===== src/rtl/mdt_pkg.sv =====
package mdt_pkg;
  // Register byte addresses
  localparam logic [7:0] ADDR_RELOAD_LOW  = 8'hAA;
  localparam logic [7:0] ADDR_RELOAD_HIGH = 8'hAB;
  localparam logic [7:0] ADDR_COUNT_LOW   = 8'hAC;
  localparam logic [7:0] ADDR_COUNT_HIGH  = 8'hAD;
  localparam logic [7:0] ADDR_CONTROL     = 8'hAE;
  // Control field positions
  localparam int MODE_MSB = 7;
  localparam int MODE_LSB = 5;
  localparam int RUN_BIT  = 4;
  localparam int PEND_BIT = 3;
  localparam int IEN_BIT  = 2;
  // Reset values and the underflow compare value
  localparam logic [15:0] COUNT_RESET  = 16'hFFFF;
  localparam logic [15:0] RELOAD_RESET = 16'h0000;
  localparam logic [7:0]  CTRL_RESET   = 8'h00;
  localparam logic [15:0] COUNT_ZERO   = 16'h0000;
  // Mode encodings of bits 7..5
  localparam logic [2:0] MODE_EVT_POS = 3'h0;
  localparam logic [2:0] MODE_EVT_NEG = 3'h1;
  localparam logic [2:0] MODE_PWM_TGL = 3'h5;
  localparam logic [2:0] MODE_PWM     = 3'h4;
  localparam logic [2:0] MODE_CAP_POS = 3'h2;
  localparam logic [2:0] MODE_CAP_NEG = 3'h3;

  typedef enum logic [1:0] {MdPwm, MdEvent, MdCapture, MdIdle} mdt_mode_t;

  typedef struct packed {
    logic       wrEn;
    logic       rdEn;
    logic [7:0] addr;
    logic [7:0] wrData;
  } mdt_bus_t;
endpackage : mdt_pkg


===== src/rtl/mdt_edge_detect.sv =====
`timescale 1ns/1ps
module mdt_edge_detect
  import mdt_pkg::*;
(
  // Clock and reset
  input  wire logic sys_clk,
  input  wire logic rst,
  // Pin sample and edge outputs
  input  wire logic pinIn,
  output logic      risePulse,
  output logic      fallPulse
);
  typedef struct packed {
    logic prev;
  } mdt_edge_state_t;

  mdt_edge_state_t state_q;
  mdt_edge_state_t state_d;

  always_comb begin
    state_d      = state_q;
    state_d.prev = pinIn;
  end

  always_ff @(posedge sys_clk) begin
    if (rst) begin
      state_q <= '0;
    end else begin
      state_q <= state_d;
    end
  end

  assign risePulse = pinIn & ~state_q.prev;
  assign fallPulse = ~pinIn & state_q.prev;
endmodule : mdt_edge_detect


===== src/rtl/mdt_timer.sv =====
`timescale 1ns/1ps
// Function
// - A 16-bit down counter and one 16-bit reload or capture register exist.
// - Three modes exist: pulse width output, event counting and input capture.
// - Each register is reached as low and high bytes at 0xAA..0xAD, control at 0xAE.
// - One timer pin is used, shared with general port line two.
// - Software starts and stops the timer outside capture mode, where it always runs; a running timer counts down.
// - The counter steps on instruction clocks or on pin edges as the mode selects.
// - Passing 0x0000 to 0xFFFF is underflow and may interrupt, toggle the pin or both.
// - The single interrupt source is underflow or reload register transfer per mode.
// - Reset sets the counter to all ones and the reload register to zero.
// - Control holds mode in 7..5, run or underflow flag in 4, pending 3, enable 2.
// - Pulse width mode counts instruction clocks and reloads at each underflow.
// - Event mode senses the chosen edge; pulses must be at least one cycle wide.
// - An interrupt is requested only with pending, enable and global enable all set.
module mdt_timer
  import mdt_pkg::*;
#(
  parameter int WIDTH = 16
) (
  // Clock and reset
  input  wire logic             sys_clk,
  input  wire logic             rst,
  // Instruction clock enable
  input  wire logic             instrTick,
  // Internal data bus
  input  wire mdt_bus_t         bus,
  output logic      [7:0]       rdData,
  output logic                  rdHit,
  // Global interrupt enable from core status
  input  wire logic             globalIrqEnable,
  output logic                  timerIrq,
  // Timer pin, alternate function of port line two
  input  wire logic             timerPinIn,
  input  wire logic             portLineTwoOut,
  output logic                  timerPinOut,
  output logic                  timerPinAltActive
);
  typedef struct packed {
    logic [WIDTH-1:0] downCounter;
    logic [WIDTH-1:0] reloadCaptureReg;
    logic [2:0]       modeSel;
    logic             runOrUnderflowFlag;
    logic             timerIrqPending;
    logic             timerIrqEnable;
    logic             pinToggle;
    logic [7:0]       rdData;
    logic             rdHit;
    logic             irq;
    logic             pinOut;
    logic             altActive;
  } mdt_state_t;

  mdt_state_t state_q;
  mdt_state_t state_d;
  mdt_mode_t  mode;
  logic       pinRise;
  logic       pinFall;
  logic       selEdge;
  logic       stepEn;
  logic       underflow;
  logic       toggleMode;

  mdt_edge_detect u_edge (
    .sys_clk   (sys_clk),
    .rst       (rst),
    .pinIn     (timerPinIn),
    .risePulse (pinRise),
    .fallPulse (pinFall)
  );

  always_comb begin
    unique case (state_q.modeSel)
      MODE_EVT_POS, MODE_EVT_NEG: mode = MdEvent;
      MODE_PWM, MODE_PWM_TGL:     mode = MdPwm;
      MODE_CAP_POS, MODE_CAP_NEG: mode = MdCapture;
      default:                    mode = MdIdle;
    endcase
  end

  assign toggleMode = (state_q.modeSel == MODE_PWM_TGL);
  assign selEdge = state_q.modeSel[0] ? pinFall : pinRise;

  always_comb begin
    stepEn = 1'b0;
    unique case (mode)
      MdPwm:     stepEn = state_q.runOrUnderflowFlag & instrTick;
      MdEvent:   stepEn = state_q.runOrUnderflowFlag & selEdge;
      MdCapture: stepEn = instrTick;
      MdIdle:    stepEn = 1'b0;
    endcase
  end

  assign underflow = stepEn && (state_q.downCounter == COUNT_ZERO[WIDTH-1:0]);

  always_comb begin
    state_d        = state_q;
    state_d.rdHit  = 1'b0;
    state_d.rdData = 8'h00;
    if (stepEn) begin
      state_d.downCounter = state_q.downCounter - 1'b1;
    end
    if (underflow) begin
      if (mode == MdCapture) begin
        state_d.runOrUnderflowFlag = 1'b1;
      end else begin
        state_d.downCounter     = state_q.reloadCaptureReg;
        state_d.timerIrqPending = 1'b1;
        if (toggleMode) begin
          state_d.pinToggle = ~state_q.pinToggle;
        end
      end
    end
    if (bus.wrEn) begin
      unique case (bus.addr)
        ADDR_RELOAD_LOW:  state_d.reloadCaptureReg[7:0]  = bus.wrData;
        ADDR_RELOAD_HIGH: state_d.reloadCaptureReg[15:8] = bus.wrData;
        ADDR_COUNT_LOW:   state_d.downCounter[7:0]       = bus.wrData;
        ADDR_COUNT_HIGH:  state_d.downCounter[15:8]      = bus.wrData;
        ADDR_CONTROL: begin
          state_d.modeSel            = bus.wrData[MODE_MSB:MODE_LSB];
          state_d.runOrUnderflowFlag = bus.wrData[RUN_BIT] |
                                       (underflow && mode == MdCapture);
          state_d.timerIrqPending    = bus.wrData[PEND_BIT] |
                                       state_d.timerIrqPending & ~state_q.timerIrqPending;
          state_d.timerIrqEnable     = bus.wrData[IEN_BIT];
        end
        default: ;
      endcase
    end
    if (mode == MdCapture && selEdge) begin
      state_d.reloadCaptureReg = state_q.downCounter;
      state_d.timerIrqPending  = 1'b1;
    end
    if (bus.rdEn) begin
      state_d.rdHit = 1'b1;
      unique case (bus.addr)
        ADDR_RELOAD_LOW:  state_d.rdData = state_q.reloadCaptureReg[7:0];
        ADDR_RELOAD_HIGH: state_d.rdData = state_q.reloadCaptureReg[15:8];
        ADDR_COUNT_LOW:   state_d.rdData = state_q.downCounter[7:0];
        ADDR_COUNT_HIGH:  state_d.rdData = state_q.downCounter[15:8];
        ADDR_CONTROL:     state_d.rdData = {state_q.modeSel, state_q.runOrUnderflowFlag,
                                            state_q.timerIrqPending, state_q.timerIrqEnable,
                                            2'b00};
        default:          state_d.rdHit  = 1'b0;
      endcase
    end
    state_d.irq = state_d.timerIrqPending & state_d.timerIrqEnable & globalIrqEnable;
    // pin shared with port line two
    state_d.altActive = toggleMode;
    state_d.pinOut    = toggleMode ? (portLineTwoOut ^ state_d.pinToggle) : portLineTwoOut;
  end

  always_ff @(posedge sys_clk) begin
    if (rst) begin
      state_q                  <= '0;
      state_q.downCounter      <= COUNT_RESET;
      state_q.reloadCaptureReg <= RELOAD_RESET;
      state_q.modeSel          <= CTRL_RESET[MODE_MSB:MODE_LSB];
    end else begin
      state_q <= state_d;
    end
  end

  assign rdData            = state_q.rdData;
  assign rdHit             = state_q.rdHit;
  assign timerIrq          = state_q.irq;
  assign timerPinOut       = state_q.pinOut;
  assign timerPinAltActive = state_q.altActive;
endmodule : mdt_timer


===== config.mk =====
export PLATFORM = sky130hd
export DESIGN_NAME = mdt_timer
export DESIGN_NICKNAME = d
export VERILOG_FILES = /design/src/rtl/mdt_pkg.sv /design/src/rtl/mdt_edge_detect.sv /design/src/rtl/mdt_timer.sv
export SDC_FILE = /design/constraint.sdc
export NUM_CORES = 1
export LEC_CHECK = 0
export ABC_AREA = 0
export ABC_CLOCK_PERIOD_IN_PS = 6400
export BUFFER_PORTS_ARGS = -buffer_cell sky130_fd_sc_hd__buf_2
export CORE_MARGIN = 4
export CORE_UTILIZATION = 35
export DETAILED_ROUTE_END_ITERATION = 12
export PLACE_DENSITY = 0.6
export SLEW_MARGIN = 30
export SYNTH_ARGS = -nofsm -noshare
export SYNTH_HDL_FRONTEND = slang
export SYNTH_SLANG_ARGS = --single-unit

===== constraint.sdc =====
create_clock -name sys_clk -period 6.4 [get_ports sys_clk]
set_input_delay 1.28 -clock sys_clk [delete_from_list [all_inputs] [get_ports sys_clk]]
set_output_delay 1.28 -clock sys_clk [all_outputs]
set_load 0.03 [all_outputs]

# == Word level (Yosys, flattened, before mapping) ==
# Cells that the tools add are included.
# classes
addsub,1
eq_ne,13
mux,23
bitwise_logic,15
n_reduce_logical,17
# ops
operator,n
$mux W16,4
$eq A8 B8 Y1 const B,5
$pmux W8 S5,1
$mux W38,1
$mux W8,4
$logic_not A16 Y1,1
$sub A16 B1 Y16 const B,1
$mux W1,9
$reduce_or A2 Y1,4
$and A1 B1 Y1,7
$eq A3 B2 Y1 const B,2
$eq A3 B3 Y1 const B,2
$mux W6,1
$pmux W2 S3,1
$reduce_and A2 Y1,3
$reduce_bool A2 Y1,3
$not A1 Y1,5
$reduce_or A5 Y1,1
$eq A2 B2 Y1 const B,2
$pmux W1 S4,1
$eq A3 B1 Y1 const B,1
$logic_and A1 B1 Y1,3
$logic_not A3 Y1,1
$eq A2 B1 Y1 const B,1
other kinds (4),5
# word_totals
register_bits,52
in_bits,24
word_cells,83

# == Longest topological paths before layout ==
# logic_depth
ltp_word,14
depth_mapped,10
ltp_nobuf,8

# == By module ==
# A second synthesis with hierarchy kept.
# unflattened
hier_cells,364
area_unflattened_um2,3009.1
# modules_own_cells
mod,instances,cells_each,area_per_inst_um2,seq_area_each_um2
mdt_timer,1,360,2970.3,1021.0
mdt_edge_detect,1,4,38.8,20.0

# == Worst setup path before layout ==
# No wires, ideal clock.
# synth_path
path_type,input to register
start,in timerPinIn
end,reg state_q[38] (netlist name)
setup_ps,74
arrival_time_ps,2955
required_ps,6326
setup_slack_ps,3371
path_stages,6
n_path_buf,0
cell_sequence,or3b_4 a2111oi_4 nor2_2 or4_1 a21o_1 a31oi_1
# synth_between
elab_chain_cells,10
word_cells_on_any_way,12
cone_classes,mux: 7; bitwise: 4; reduce/logical: 1
# synth_lines
item,line_no,text
start: declaration,mdt_timer.sv:34,"input wire logic timerPinIn,"
$not A1 Y1,mdt_edge_detect.sv:34,assign fallPulse = ~pinIn & state_q.prev;
$and A1 B1 Y1,mdt_edge_detect.sv:34,
$mux W1 *,mdt_timer.sv:82,assign selEdge = state_q.modeSel[0] ? pinFall : pinRise;
$and A1 B1 Y1 *,mdt_timer.sv:88,MdEvent: stepEn = state_q.runOrUnderflowFlag & selEdge;
$pmux W1 S4 *,mdt_timer.sv:86,unique case (mode)
$mux W16,mdt_timer.sv:100,if (stepEn) begin
$mux W16,mdt_timer.sv:104,if (mode == MdCapture) begin
$mux W16 *,mdt_timer.sv:103,if (underflow) begin
$mux W8,mdt_timer.sv:115,unique case (bus.addr)
$mux W38 *,mdt_timer.sv:114,if (bus.wrEn) begin
end signal: assignment,mdt_timer.sv:161,state_q <= state_d;
end: declaration,mdt_timer.sv:54,mdt_state_t state_q;
# Mark *: on every way between the ends. The rest lies on a longest branch, timed or not. The select of a mux whose other input is x is not followed.
# A chain may end at the register's enable or synchronous reset.

# == Worst setup path after layout ==
# layout_path
start,in bus[14] (netlist name)
end,reg state_q[20] (netlist name)
# layout_between
elab_chain_cells,3
# layout_lines
item,line_no,text
start: declaration,mdt_timer.sv:27,"input wire mdt_bus_t bus,"
$eq A8 B8 Y1,mdt_timer.sv:115,
$reduce_bool A2 Y1 (no source line),n/a,
$reduce_and A2 Y1 (no source line),n/a,
# No other way between the ends.

==> results.toml <==
[critical_path]
r2r_slack_ps = 3830
cp_data_arrival_time_ps = 3330
r2r.worst_path.cells = 6
setup.worst_path.class = "in2reg"
critical_path.endpoint_type = "flip-flop"
regToRegEndpoint = "state_q[50]"
rr_startpoint = "state_q[44]"
cp_capture_point = "state_q[20]"
worst_setup_path_startpoint = "bus[14]"
worstPathRequired_ps = 6610
critPathLaunchType = "input port"
critical_path_peak_fanout = 10

[detailed_routing]
vias_per_cell = 6.00
route.detailed.drc = 0
route.detailed.wl_per_inst_um = 18.5
via_count = 2810
initialDrtViolationCount = 192
antenna_left = 0
drtPass1Iterations = 5
wl_um = 8680

[layout]
area_growth_pct = 9.67
antenna_cells = 0
num-nets-final = 391
final.fill_count = 801
area_of_the_multi_input_gates_mm2 = 0.00168
register_area_mm2 = 0.00104
drive_gt1_share_pct = 15.8

[floorplanning]
placementRows = 32
coreArea_mm2 = 0.00789
die_area_mm2 = 0.00976
die_y_um = 98.8
dieWidth_um = 98.8
floorplan.initialDensity_pct = 36.6
io_pins = 36

[synthesis]
yosys-top-cells-count = "dfxtp_1, nor2_1, nand2_1, clkbuf_1, a21oi_1"
synth.area.top_cells = "dfxtp_1, nor2_1, nand2_1"
yosysUniqueCellTypes = 51
yosysWarnings = 0
yosys_most_used_dff = "dfxtp_1"
synth.cell_area_mm2 = 0.00289
synth_largest_area_cell = "dfxtp_1"
postSynthRegisterBits = 52
post-synth-top-area-fraction_pct = 36.1
netlist_instances = 354
synth_nets = 380
syn_avg_cell_area_um2 = 8.15
synth_edf_count = 0
postSynth.asyncResetShare_pct = 0
post-synth-top-count-cell = "dfxtp_1"
ys_seq_area_share_pct = 36.1

[hold_path]
type_of_the_tightest_min_delay_check = "reg2reg"

[sta]
final.hold.worst_slack_ps = 493
final.period_utilization_pct = 48.9
finalClockSkew_ps = 12.8
setup_viol = 0
rsz0062_at_grt = "no"
setup_ws_ps = 3270
min_period_ps = 3130
max_fclk_ghz = 0.320
timing_max_transition_violations_final = 0
slew_headroom_pct = 32.4
worst_slew_pin_slew_ps = 1010
report.final.hold_viol_count = 0
timing.setup.tns_ps = 0

[place]
globalplace.congestion = 0.946
detailedPlace.worstSlack_ps = 2980
port_buffers = 35
dp.final_hpwl_um = 6010

[pwr]
power.density_mw_per_mm2 = 185
worst_ir_drop_vdd_v = 0.0000891
power_leakage_nw = 1.16

[clock_network]
tritoncts_num_sinks = 52
cts_resized = 0
clockBufferDepth = 2
cts_tree = "built"
cts_max_level = 2
numCtsBuffers = 5
clkLatencyLatePin_ps = 310
cts-hold-fix-buffers = 0
cts_root_buf = "clkbuf_8"
post_cts_buffers = 0
cts.reportedPaths.clkPinSlew_ps = 100

[grt]
grt_start_max_net_pins = 45
first_global_vias = 2676
grt_first_pass_wirelength_um = 14100
grt_remaining_overflow = 0
number_of_antenna_violations_at_the_first_check_in_global_routing = 0
track_usage_pct = 17.9

[run]
drv_cap = 0

[outcome]
status = "complete, no violations"
-- how the worst min path moves through the flow --
stage,start,end,slack (ps),depth (start not counted)
floorplan,state_q[19],rdData[0],450,2
global placement,state_q[26],state_q[26],490,2
detailed placement,state_q[19],rdData[0],480,2
CTS,state_q[19],rdData[0],500,2
global route,state_q[20],rdData[1],530,2
finish,state_q[19],rdData[0],490,2
-- per-layer routing --
metal  track usage, %  routed length [µm]  up-vias
met5                0                   0        -
met4             7.67                 269        0
met3             4.32                 702       20
met2             27.4                3960      134
met1             24.0                3750     1329
li1                 -                   -     1327
-- kinds of logic (layout without fill, tap and decap cells) --
kind of cell / count (synthesis) / after routing / synth area share (%)
adder cells (fa/ha/maj): 2 / 2 / 0.867
AO/OA/AOI/OAI: 96 / 96 / 24.0
flip-flops: 52 / 52 / 36.1
AND/OR/NAND/NOR: 143 / 143 / 25.2
multiplexers: 12 / 12 / 4.16
buffers and inverters: 37 / 49 / 6.03
XOR/XNOR: 12 / 12 / 3.64
-- power by group --
part | leakage, nW | switching (mW) | internal (mW)
clock | 0.0552 | 0.112 | 0.116
combinational | 0.686 | 0.0185 | 0.0112
sequential | 0.420 | 0.00204 | 0.325
-- state kept, by name (all words and copies together) (netlist names) --
name	cells
timerPinOut	1
timerPinAltActive	1
rdData	8
rdHit	1
timerIrq	1
state_q	39
u_edge.state_q	1
-- cell type report --
cell class | count | share of cell area, %
repair buffers | 37 | 6.01
flip-flops and latches | 52 | 32.9
clock inverters | 2 | 1.11
multi-input cells | 265 | 53.2
well taps | 102 | 4.03
clock buffers | 6 | 2.29
inverters | 4 | 0.474
-- critical path, cell delays in order --
cell	delay [ps]
buf_2	100
and4bb_2	320
nand3_1	170
nor3_2	580
and2_1	500
nand2_1	110
a311oi_1	270
-- stage by stage --
| step | total power [mW] | util [%] | cells | cell area, µm² |
|---|---|---|---|---|
| 6_report | 0.585 | 40.1 | 468 | 3160 |
| 5_1_grt | 0.607 | 40.1 | 468 | 3160 |
| 4_1_cts | 0.590 | 40.1 | 468 | 3160 |
| 3_5_place_dp | 0.364 | 38.8 | 460 | 3060 |
| 3_3_place_gp | 0.363 | 38.6 | 460 | 3040 |
| 2_1_floorplan | 0.349 | - | 354 | 2890 |
-- cell usage in the layout, fill, tap and decap left out, drive strengths merged, types with 3 or more instances in the layout --
master   count
a211oi       8
a21oi       21
a222oi       8
a22oi        7
a311oi      12
a31oi        3
and3         3
buf         37
clkbuf       6
dfxtp       52
inv          4
mux2i       12
nand2       35
nand2b       7
nand3       14
nand3b       4
nor2        39
nor2b        6
nor3        10
nor4         5
o2111ai      5
o211ai       5
o21ai       19
or3          4
or4          3
xnor2       10
Note: power is estimated with default switching activity, not from simulation.
